===== config.mk =====
export PLATFORM = sky130hd
export DESIGN_NAME = tgrp_three_timer_module
export DESIGN_NICKNAME = d
export VERILOG_FILES = /design/src/tgrp_pkg.sv /design/src/tgrp_three_timer_module.sv
export SDC_FILE = /design/constraint.sdc
export NUM_CORES = 1
export LEC_CHECK = 0
export ABC_AREA = 1
export CELL_PAD_IN_SITES_DETAIL_PLACEMENT = 1
export CELL_PAD_IN_SITES_GLOBAL_PLACEMENT = 2
export CORE_MARGIN = 5
export CORE_UTILIZATION = 36
export CTS_BUF_LIST = sky130_fd_sc_hd__clkbuf_16
export DETAILED_ROUTE_END_ITERATION = 16
export DONT_BUFFER_PORTS = 1
export GPL_TIMING_DRIVEN = 0
export MAX_ROUTING_LAYER = met4
export PLACE_DENSITY = 0.9
export SKIP_CTS_REPAIR_TIMING = 1
export SYNTH_ARGS = -nofsm -noshare
export SYNTH_HDL_FRONTEND = slang
export SYNTH_SLANG_ARGS = --single-unit
export TNS_END_PERCENT = 5

===== constraint.sdc =====
create_clock -name ref_clk -period 2.6 [get_ports ref_clk]
set_input_delay 0 -clock ref_clk [delete_from_list [all_inputs] [get_ports ref_clk]]
set_output_delay 0 -clock ref_clk [all_outputs]
set_load 0.01 [all_outputs]

===== src/tgrp_pkg.sv =====
package tgrp_pkg;

    localparam int unsigned CNT_W      = 16;
    localparam int unsigned PRE_W      = 3;
    // finest resolution: one count per 4 system clocks
    localparam int unsigned BASE_DIV   = 4;
    localparam int unsigned BASE_CNT_W = 2;
    localparam int unsigned PRE_CNT_W  = 10;

    localparam logic [CNT_W-1:0] CNT_RST  = 16'h0000;
    localparam logic [CNT_W-1:0] CNT_MAX  = 16'hffff;
    localparam logic [CNT_W-1:0] CNT_ONE  = 16'h0001;

    // operating modes
    localparam logic [1:0] MODE_TIMER = 2'h0;
    localparam logic [1:0] MODE_GATED = 2'h1;
    localparam logic [1:0] MODE_COUNT = 2'h2;
    localparam logic [1:0] MODE_ENC   = 2'h3;

    // clock source for the auxiliary timers
    localparam logic [1:0] SRC_OWN    = 2'h0;
    localparam logic [1:0] SRC_LATCH  = 2'h1;
    localparam logic [1:0] SRC_CHAIN  = 2'h2;

    // lower aux role
    localparam logic [1:0] ROLE_TIMER   = 2'h0;
    localparam logic [1:0] ROLE_CAPTURE = 2'h1;
    localparam logic [1:0] ROLE_RELOAD  = 2'h2;

    // edge select for count, capture and reload triggers
    localparam logic [1:0] EDGE_RISE = 2'h1;
    localparam logic [1:0] EDGE_FALL = 2'h2;
    localparam logic [1:0] EDGE_BOTH = 2'h3;

    typedef struct packed {
        logic       run;
        logic [1:0] mode;
        logic [PRE_W-1:0] prescale;
        logic       dir_down;
        logic       ext_dir_en;
        logic       gate_high;
        logic [1:0] edge_sel;
        logic [1:0] src;
    } tgrp_cfg_t;

    typedef struct packed {
        logic in_pin;
        logic dir_pin;
    } tgrp_pins_t;

    typedef struct packed {
        logic [1:0] role;
        logic [1:0] trig_edge;
        logic       reload_on_latch;
        logic [1:0] latch_edge;
    } tgrp_role_t;

endpackage : tgrp_pkg


===== src/tgrp_three_timer_module.sv =====
`timescale 1ns/1ps
// Overview of operation
// every timer holds a 16-bit count; this is the three-timer module.
// a timer may run alone or be chained to another for a longer count.
// each timer picks timer, gated timer, event counter or encoder mode.
// timer mode counts the system clock through a programmable prescaler.
// counter mode counts external edges on the timer input pin.
// gated mode counts prescaled clock only while the gate pin is active.
// fastest count rate is one step per 4 system clocks.
// direction set by software or switched by the direction pin.
// encoder mode derives count and direction from phases A and B.
// upper aux timer has no pins; internal sources still work.
// core toggle latch inverts on every core overflow or underflow.
// toggle latch state can drive a dedicated output pin.
// toggle latch can clock both auxiliary timers.
// lower aux timer can be capture or reload register and then stops.
// capture copies core count into lower aux on its input pin event.
// reload loads core from lower aux on pin event or latch transition.
// overflow, underflow, capture and reload raise clearable request flags.
// external pins are synchronised and edge detected before use.
module tgrp_three_timer_module #(
    parameter int unsigned CNT_W = tgrp_pkg::CNT_W
) (
    input  wire logic                 ref_clk,
    input  wire logic                 rstn,
    input  wire tgrp_pkg::tgrp_cfg_t  core_cfg,
    input  wire tgrp_pkg::tgrp_cfg_t  low_cfg,
    input  wire tgrp_pkg::tgrp_cfg_t  up_cfg,
    input  wire tgrp_pkg::tgrp_role_t low_role,
    input  wire logic                 latch_out_en,
    input  wire tgrp_pkg::tgrp_pins_t core_pins,
    input  wire tgrp_pkg::tgrp_pins_t low_pins,
    input  wire logic [2:0]           req_clr,
    input  wire logic                 cap_clr,
    output logic [CNT_W-1:0]          core_count,
    output logic [CNT_W-1:0]          low_count,
    output logic [CNT_W-1:0]          up_count,
    output logic                      core_toggle_latch,
    output logic                      toggle_latch_output_pin,
    output logic [2:0]                wrap_req,
    output logic                      cap_req
);

    logic [1:0] rst_sync_q;
    logic [1:0] rst_sync_d;
    logic       rst_n;

    // reset enters at once but leaves in step with the clock
    always_comb begin
        rst_sync_d = {rst_sync_q[0], 1'b1};
    end

    always_ff @(posedge ref_clk or negedge rstn) begin
        if (!rstn) begin
            rst_sync_q <= 2'h0;
        end else begin
            rst_sync_q <= rst_sync_d;
        end
    end
    assign rst_n = rst_sync_q[1];

    // two-stage sync then one history flop per pin
    logic [3:0] pin_raw;
    logic [3:0] meta_q;
    logic [3:0] sync_q;
    logic [3:0] hist_q;
    logic [3:0] meta_d;
    logic [3:0] sync_d;
    logic [3:0] hist_d;

    assign pin_raw = {low_pins.dir_pin, low_pins.in_pin, core_pins.dir_pin, core_pins.in_pin};

    always_comb begin
        meta_d = pin_raw;
        sync_d = meta_q;
        hist_d = sync_q;
    end

    always_ff @(posedge ref_clk or negedge rst_n) begin
        if (!rst_n) begin
            meta_q <= 4'h0;
            sync_q <= 4'h0;
            hist_q <= 4'h0;
        end else begin
            meta_q <= meta_d;
            sync_q <= sync_d;
            hist_q <= hist_d;
        end
    end

    function automatic logic edge_hit(input logic now, input logic old, input logic [1:0] sel);
        edge_hit = (sel[0] && now && !old) || (sel[1] && !now && old);
    endfunction : edge_hit

    // prescaler: base tick every 4 clocks, then divided by 2**prescale
    logic [tgrp_pkg::BASE_CNT_W-1:0] base_q;
    logic [tgrp_pkg::BASE_CNT_W-1:0] base_d;
    logic [tgrp_pkg::PRE_CNT_W-1:0]  pre_q;
    logic [tgrp_pkg::PRE_CNT_W-1:0]  pre_d;
    logic                            base_tick;

    always_comb begin
        base_d = base_q + 2'h1;
        base_tick = (base_q == tgrp_pkg::BASE_CNT_W'(tgrp_pkg::BASE_DIV - 1));
        pre_d = base_tick ? pre_q + 10'h001 : pre_q;
    end

    always_ff @(posedge ref_clk or negedge rst_n) begin
        if (!rst_n) begin
            base_q <= 2'h0;
            pre_q  <= 10'h000;
        end else begin
            base_q <= base_d;
            pre_q  <= pre_d;
        end
    end

    // prescaled tick: base tick when all low prescaler bits are set
    function automatic logic pre_tick(input logic [tgrp_pkg::PRE_W-1:0] ps);
        logic [tgrp_pkg::PRE_CNT_W-1:0] mask;
        mask = (10'h001 << ps) - 10'h001;
        pre_tick = base_tick && ((pre_q & mask) == mask);
    endfunction : pre_tick

    // one timer's step decision; returns {step, down}
    function automatic logic [1:0] step_of(input tgrp_pkg::tgrp_cfg_t c,
                                           input logic in_now, input logic in_old,
                                           input logic dir_now, input logic dir_old,
                                           input logic has_pins, input logic int_tick);
        logic st;
        logic dn;
        st = 1'b0;
        dn = c.dir_down ^ (c.ext_dir_en && has_pins && dir_now);
        case (c.mode)
            tgrp_pkg::MODE_TIMER: st = pre_tick(c.prescale);
            tgrp_pkg::MODE_GATED:
                st = pre_tick(c.prescale) && has_pins && (in_now == c.gate_high);
            tgrp_pkg::MODE_COUNT: st = has_pins && edge_hit(in_now, in_old, c.edge_sel);
            tgrp_pkg::MODE_ENC: begin
                // any phase edge steps; direction from phase relation
                st = has_pins && ((in_now ^ in_old) || (dir_now ^ dir_old));
                dn = (in_now ^ in_old) ? (in_now == dir_now) : (in_now != dir_now);
                dn = dn ^ c.dir_down;
            end
            default: st = 1'b0;
        endcase
        if (c.src != tgrp_pkg::SRC_OWN) begin
            st = int_tick;
        end
        step_of = {st && c.run, dn};
    endfunction : step_of

    function automatic logic [CNT_W:0] advance(input logic [CNT_W-1:0] v, input logic dn);
        logic wrap;
        wrap = dn ? (v == CNT_W'(tgrp_pkg::CNT_RST)) : (v == CNT_W'(tgrp_pkg::CNT_MAX));
        advance = {wrap, dn ? v - CNT_W'(tgrp_pkg::CNT_ONE) : v + CNT_W'(tgrp_pkg::CNT_ONE)};
    endfunction : advance

    // synchronised levels and their one-cycle history, per pin
    logic             core_in_now;
    logic             core_in_old;
    logic             core_dir_now;
    logic             core_dir_old;
    logic             low_in_now;
    logic             low_in_old;
    logic             low_dir_now;
    logic             low_dir_old;

    assign core_in_now  = sync_q[0];
    assign core_in_old  = hist_q[0];
    assign core_dir_now = sync_q[1];
    assign core_dir_old = hist_q[1];
    assign low_in_now   = sync_q[2];
    assign low_in_old   = hist_q[2];
    assign low_dir_now  = sync_q[3];
    assign low_dir_old  = hist_q[3];

    // counter state and per-timer step results
    logic [CNT_W-1:0] core_q;
    logic [CNT_W-1:0] core_d;
    logic [CNT_W-1:0] low_q;
    logic [CNT_W-1:0] low_d;
    logic [CNT_W-1:0] up_q;
    logic [CNT_W-1:0] up_d;
    logic             latch_q;
    logic             latch_d;
    logic [2:0]       req_q;
    logic [2:0]       req_d;
    logic             cap_q;
    logic             cap_d;
    logic [1:0]       core_st;
    logic [1:0]       low_st;
    logic [1:0]       up_st;
    logic [CNT_W:0]   core_nx;
    logic [CNT_W:0]   low_nx;
    logic [CNT_W:0]   up_nx;
    logic             core_wrap;
    logic             low_wrap;
    logic             up_wrap;
    logic             latch_rise;
    logic             latch_fall;
    logic             latch_tick;
    logic             low_trig;
    logic             reload_hit;
    logic             aux_stopped;

    // core timer and its toggle latch
    always_comb begin
        core_st    = step_of(core_cfg, core_in_now, core_in_old, core_dir_now, core_dir_old,
                             1'b1, 1'b0);
        core_nx    = advance(core_q, core_st[0]);
        core_wrap  = core_st[1] && core_nx[CNT_W];
        latch_d    = latch_q ^ core_wrap;
        latch_rise = !latch_q && latch_d;
        latch_fall = latch_q && !latch_d;
        latch_tick = latch_rise || latch_fall;
        low_trig   = edge_hit(low_in_now, low_in_old, low_role.trig_edge);
        reload_hit = (low_role.role == tgrp_pkg::ROLE_RELOAD) &&
                     (low_role.reload_on_latch ?
                      edge_hit(latch_d, latch_q, low_role.latch_edge) : low_trig);
        core_d     = core_st[1] ? core_nx[CNT_W-1:0] : core_q;
        // a reload wins over a step in the same cycle
        if (reload_hit) begin
            core_d = low_q;
        end
    end

    always_ff @(posedge ref_clk or negedge rst_n) begin
        if (!rst_n) begin
            core_q  <= tgrp_pkg::CNT_RST;
            latch_q <= 1'b0;
        end else begin
            core_q  <= core_d;
            latch_q <= latch_d;
        end
    end

    // lower aux: counts, or holds a capture or reload value
    always_comb begin
        aux_stopped = (low_role.role != tgrp_pkg::ROLE_TIMER);
        low_st      = step_of(low_cfg, low_in_now, low_in_old, low_dir_now, low_dir_old, 1'b1,
                              (low_cfg.src == tgrp_pkg::SRC_LATCH) ?
                              latch_tick :
                              core_wrap);
        low_nx      = advance(low_q, low_st[0]);
        low_wrap    = low_st[1] && !aux_stopped && low_nx[CNT_W];
        low_d       = (low_st[1] && !aux_stopped) ? low_nx[CNT_W-1:0] : low_q;
        if (low_role.role == tgrp_pkg::ROLE_CAPTURE && low_trig) begin
            low_d = core_q;
        end
    end

    always_ff @(posedge ref_clk or negedge rst_n) begin
        if (!rst_n) begin
            low_q <= tgrp_pkg::CNT_RST;
        end else begin
            low_q <= low_d;
        end
    end

    // upper aux has no pins: only its prescaled clock, the latch or chaining can step it
    always_comb begin
        up_st   = step_of(up_cfg, 1'b0, 1'b0, 1'b0, 1'b0, 1'b0,
                          (up_cfg.src == tgrp_pkg::SRC_LATCH) ?
                          latch_tick :
                          core_wrap);
        up_nx   = advance(up_q, up_st[0]);
        up_wrap = up_st[1] && up_nx[CNT_W];
        up_d    = up_st[1] ? up_nx[CNT_W-1:0] : up_q;
    end

    always_ff @(posedge ref_clk or negedge rst_n) begin
        if (!rst_n) begin
            up_q <= tgrp_pkg::CNT_RST;
        end else begin
            up_q <= up_d;
        end
    end

    // request flags: set beats clear so an event in the clear cycle is kept
    always_comb begin
        cap_d = cap_q && !cap_clr;
        if ((low_role.role == tgrp_pkg::ROLE_CAPTURE && low_trig) || reload_hit) begin
            cap_d = 1'b1;
        end
        req_d = (req_q & ~req_clr) | {up_wrap, low_wrap, core_wrap};
    end

    always_ff @(posedge ref_clk or negedge rst_n) begin
        if (!rst_n) begin
            req_q <= 3'h0;
            cap_q <= 1'b0;
        end else begin
            req_q <= req_d;
            cap_q <= cap_d;
        end
    end

    assign core_count              = core_q;
    assign low_count               = low_q;
    assign up_count                = up_q;
    assign core_toggle_latch       = latch_q;
    assign toggle_latch_output_pin = latch_out_en & latch_q;
    assign wrap_req                = req_q;
    assign cap_req                 = cap_q;

endmodule : tgrp_three_timer_module


======== Yosys cells after proc, flatten, opt, wreduce, memory -nomap -nowiden ========
Cells that the tools add are included.
operators by class
  $add $sub $neg .......................... 11
  muxes and demuxes ....................... 24
  shifts and indexed selects .............. 3
  eq/ne operators ......................... 26
  reduce and logical (&&, ||, !) cells .... 64
  bitwise operators ....................... 16
operators with widths
  operator                                                               count
  16-bit 2-to-1 mux                                                      7
  16-bit by 1-bit adder with 16-bit output, second input constant        3
  16-bit equality test, second input constant                            3
  16-bit logical NOT                                                     3
  16-bit by 1-bit subtractor with 16-bit output, second input constant   3
  1-bit logical AND                                                      35
  10-bit AND                                                             3
  10-bit equality test                                                   3
  1-bit by 3-bit left shift with 10-bit output, first input constant     3
  10-bit by 1-bit subtractor with 10-bit output, second input constant   3
  2-bit equality test, second input constant                             8
  1-bit 2-to-1 mux                                                       14
  2-bit by 1-bit equality test with 1-bit output, second input constant  6
  2-bit nonzero test                                                     6
  10-bit by 1-bit adder with 10-bit output, second input constant        1
  1-bit XOR                                                              9
  1-bit logical NOT                                                      8
  1-bit logical OR                                                       8
  1-bit case mux with 4 select lines                                     2
  2-bit logical NOT                                                      3
  1-bit equality test                                                    4
  3-bit AND                                                              1
  3-bit NOT                                                              1
  3-bit OR                                                               1
  5 further kinds                                                        6
storage, ports and cells
  word-level logic and storage cells ...... 156
  input port bits ......................... 57
  bits in registers ....................... 79
  output and inout port bits .............. 54

======== Logic depth before layout (Yosys ltp) ========
  word-level depth ........................ 20
  gate-level depth with buffers ........... 20
  gate-level depth less buffers ........... 20

======== Worst setup path before layout ========
OpenSTA, ideal clock, no wires.
  path type ............................... reg2reg
  start point ............................. register hist_q[2]
  end point ............................... register low_q[10], in the netlist low_count[10]
  path slack .............................. -0.486 ns
  stages on the path, launching flop included .. 15
  arrival time ............................ 2.969 ns
  data required time ...................... 2.483 ns
  cell sequence ........................... dfrtp_1 nand2_1 o21ai_0 xor2_1 ha_1 nand3_1 nand3_1 a21boi_0 o21ai_0 nand2_1 nand3b_1 nand3_1 o21ai_0 nand2_1 nand2_1
between the ends
  cells in the longest elaborated chain, start to end .. 8
RTL lines
  what                                 line                            text
  start, declared                      tgrp_three_timer_module.sv:66   logic [3:0] hist_q;
  start signal, assigned               tgrp_three_timer_module.sv:87   hist_q <= hist_d;
  1-bit logical NOT                    tgrp_three_timer_module.sv:92   edge_hit = (sel[0] && now && !old) || (sel[1] && !now && old);
  1-bit logical AND                    tgrp_three_timer_module.sv:92
  1-bit logical OR                     tgrp_three_timer_module.sv:92
  1-bit case mux with 4 select lines   tgrp_three_timer_module.sv:134  case (c.mode)
  1-bit 2-to-1 mux                     tgrp_three_timer_module.sv:147  if (c.src != tgrp_pkg::SRC_OWN) begin
  1-bit logical AND                    tgrp_three_timer_module.sv:150  step_of = {st && c.run, dn};
  1-bit logical AND                    tgrp_three_timer_module.sv:247  low_d = (low_st[1] && !aux_stopped) ? low_nx[CNT_W-1:0] : low_q;
  2-bit nonzero test (no source line)  n/a
  end signal, assigned                 tgrp_three_timer_module.sv:255  low_q <= tgrp_pkg::CNT_RST;
  end signal, assigned                 tgrp_three_timer_module.sv:257  low_q <= low_d;
  end, declared                        tgrp_three_timer_module.sv:181  logic [CNT_W-1:0] low_q;
Several ways; a longest one is shown, not always the timed one. The select of a mux whose other input is x is not followed.
A chain may end at the register's enable or synchronous reset.

======== Final worst setup path ========
Same ends and word-level chain as after synthesis.

==> implementation parameters <==
Parameter                              Value

Die
  Placement row count    49
  Die Outline Area    21000 sq um
  Die extent in y    145 um
  Starting density of the core    0.365
  Core box area    18000 sq um
  Die Width    145 um
  Top Ports    111

Worst setup path
  Kind of capture point of the worst setup path    register
  Register-to-Register Setup Slack    -0.1 ns
  Largest incremental delay on the critical path    0.40 ns
  Cell type with the highest occurrence count on the critical path    sky130_fd_sc_hd__nand2_1
  Critical Path Source Type    register
  Slowest stage cell, crit path    sky130_fd_sc_hd__dfrtp_1
  Maximum fanout along the worst path    6
  Data arrival time at the worst-slack endpoint    2.94 ns
  Required time at the endpoint of the critical path    2.84 ns
  Number of cells on the worst reg-to-reg path    15
  Setup Crit Path Kind    register to register
  Critical-path cell list    nand2_2 -> nand3_2 -> o21ai_4 -> xor2_4 -> buf_4 -> ha_1 -> a21oi_1 -> a21boi_2 -> o21ai_0 -> nand2_1 -> nand3b_1 -> nand3_1 -> o21ai_0 -> nand2_1 -> nand2_1
  Worst R2R Start    hist_q[2]
  FF-to-FF End    low_count[10]

STA
  Final count of pins violating max slew    0
  Transition time at the pin with the least slew margin    0.648 ns
  Worst clock skew    0.0114 ns
  Fin crit share    1.04
  Final Hold Vio Count    1
  Total setup violations reported at the end of the flow    4
  Aggregate negative setup slack    -0.161 ns
  Final Hold Slack    -0.00207 ns
  Max_slew headroom    0.565
  RSZ-0062 raised after global routing    yes
  Time the worst path needs with I/O delays and setup    2.70 ns
  PnR worst setup slack    -0.0964 ns
  F_max    371 MHz

Placement
  Number of port buffers    0
  RD Place Congestion    0.825
  Worst-case setup slack after placement    -0.597 ns
  Number of instances in the placed design    1160
  Detailed placement HPWL    16200 um

Hold path
  Worst Min Path Start    up_cfg[6]
  Capture endpoint of the worst hold path    wrap_req[2]
  Number of stages on the worst hold path    4
  Worst min-delay path category    input port to register

Drt
  Detailed-route via count    6489
  Post-route ant nets    0
  Number of search-and-repair iterations in the first detailed-routing pass    4
  First DRT Iteration DRCs    288
  Residual DRC    0
  Vias per cell    5.40
  Detailed-route wire length per cell    17.8 um
  Total detailed-routing wirelength    21400 um

Run status
  Failing checks    negative hold slack, negative setup slack
  Status    finished with violations

CTS
  CTS tree    done
  Clock latency on the worst-skew pair    0.35 ns
  Number of buffers on the longest clock path    2
  Worst-path clk slew    0.07 ns
  Clk root buf    sky130_fd_sc_hd__clkbuf_16
  Clock H-tree levels    3
  Number of CTS-inserted buffers    9
  Clk sink count    78

Yosys
  Largest area contributor in the netlist    sky130_fd_sc_hd__dfrtp_1
  Cell area after synthesis    6560 sq um
  Yosys warning total    0
  Ranking of synthesized cells by area    sky130_fd_sc_hd__dfrtp_1 30%, sky130_fd_sc_hd__nand2_1 13%, sky130_fd_sc_hd__nand3_1 12%
  Share of Yosys cell area claimed by the top area cell type    0.298
  Synthesized area per cell    7.05 sq um
  Mapped Cells    930
  Post-Synthesis Net Count    1037
  Sequential element share of the synthesized area    0.298
  Netlist cell types    47
  Register bit total from synthesis    78

Global routing
  First-pass GRT wire length    34000 um
  Overall track demand over capacity in global routing    0.197
  Global route overflow    0
  Pin count of the biggest net entering global routing    66
  Vias in the first global route    6637
  Initial antenna violation count    0

Power and ir drop
  Power consumption    8.22 mW
  Pwr/cell area    1050 nW/um^2
  Reported leakage power    3.76 nW
  Worst voltage drop across the vdd grid    0.378 mV

Final layout
  Post-Layout Cell Count    1202
  Ant. Diodes    0
  Proportion of layout cells with a drive suffix above 1    0.134
  Area growth syn-to-layout    19.3%
  Final nets    1075

Job
  Number of max-cap violations    0
[per-layer routing]
metal	wire length, um	global-route usage	part of all wire	up-vias
li1	-	-	-	3230
met1	9930	0.260	0.46	3127
met2	10300	0.314	0.48	110
met3	887	0.0374	0.041	22
met4	326	0.0490	0.015	0
met5	0	-	0	-
[synthesized netlist by cell type (all sizes together)]
| library cell | number |
|---|---|
| inv | 97 |
| a21boi | 5 |
| conb | 1 |
| nand4 | 20 |
| nand3b | 6 |
| o221ai | 1 |
| nand2 | 240 |
| xor2 | 35 |
| a21o | 5 |
| o21ai | 49 |
| a211oi | 3 |
| fa | 3 |
| a31o | 1 |
| dfrtp | 78 |
| mux2 | 1 |
| o21bai | 3 |
| nand3 | 151 |
| o21a | 2 |
| o2111ai | 1 |
| a41oi | 1 |
| o22ai | 1 |
| o211ai | 7 |
| a21oi | 47 |
| nor2 | 58 |
| buf | 11 |
| ha | 47 |
| xnor2 | 15 |
| nor3b | 1 |
| clkinv | 1 |
| a22o | 2 |
| o31ai | 3 |
| and2 | 2 |
| or2 | 4 |
| clkbuf | 6 |
| nor4 | 10 |
| nor3 | 12 |
[worst max-delay path by stage]
stage                       start            end  slack, ns  cells after the start
floorplan               hist_q[2]  low_count[10]      0.005                     14
global placement    rst_sync_q[1]       pre_q[5]      -0.77                      0
detailed placement      hist_q[2]  low_count[10]      -0.60                     14
CTS                     hist_q[2]  low_count[10]      -0.61                     14
global route            hist_q[2]  low_count[10]      -0.27                     15
finish                  hist_q[2]  low_count[10]       -0.1                     15
[power by group]
group	switching (mW)	leakage, nW	internal [mW]
Combinational	2.52	2.64	1.82
Sequential	1.03	0.977	1.56
Clock	0.541	0.144	0.739
Total	4.10	3.76	4.12
[layout by cell type (no fill, tap or decap), drive strengths merged, types with 4 or more instances in the layout]
| cell | n |
|---|---|
| nand4 | 20 |
| o21ai | 49 |
| or2 | 4 |
| buf | 24 |
| a21o | 5 |
| nor4 | 10 |
| nor3 | 12 |
| a21boi | 5 |
| clkbuf | 15 |
| nand3 | 151 |
| dfrtp | 78 |
| inv | 100 |
| xor2 | 35 |
| a21oi | 47 |
| nor2 | 58 |
| dlygate4sd3 | 13 |
| ha | 47 |
| nand2 | 241 |
| xnor2 | 15 |
| nand3b | 6 |
| o211ai | 7 |
[per-stage QoR]
stage	cell area, sq um	utilization
6_report	7830	0.436
5_1_grt	7830	0.436
4_1_cts	7200	0.401
3_5_place_dp	6910	0.385
3_3_place_gp	6880	0.383
2_1_floorplan	6600	-
[cell families after synthesis]
group / count (synthesis) / synth area share
AOI/OAI and AO/OA: 131 / 0.117
xor gates and xnor gates: 50 / 0.0668
adders and majority gates: 50 / 0.0988
buffers and inverters: 115 / 0.0715
DFF: 78 / 0.298
muxes: 1 / 0.00172
other: 1 / 0.000572
and+or+nand+nor: 504 / 0.346
[worst max-delay path: cells and delay by family (launching register included)]
kind	cells	cell delay, ns
buffers and inverters	1	0.17
AND/OR/NAND/NOR	7	0.63
AO/OA/AOI/OAI	5	0.82
adder cells (fa/ha/maj)	1	0.30
XOR/XNOR	1	0.26
flip-flops	1	0.40
[sequential cells by signal, summed over array words and instances, names as in the netlist]
signal	flops
core_count	16
low_count	16
up_count	16
pre_q	9
hist_d	4
hist_q	4
meta_q	4
wrap_req	3
base_q	2
rst_sync_q	2
cap_req	1
core_toggle_latch	1
[layout make-up]
class	instances	area (sq um)
Buffer	17	96.3
Fill cell	2224	10100
Inverter	98	373
Clock inverter	7	66.3
Multi-Input combinational cell	738	4560
Sequential cell	78	1960
Clock buffer	9	225
Timing Repair Buffer	26	264
Tap cell	229	287
Power figures use the tool's default switching activity.
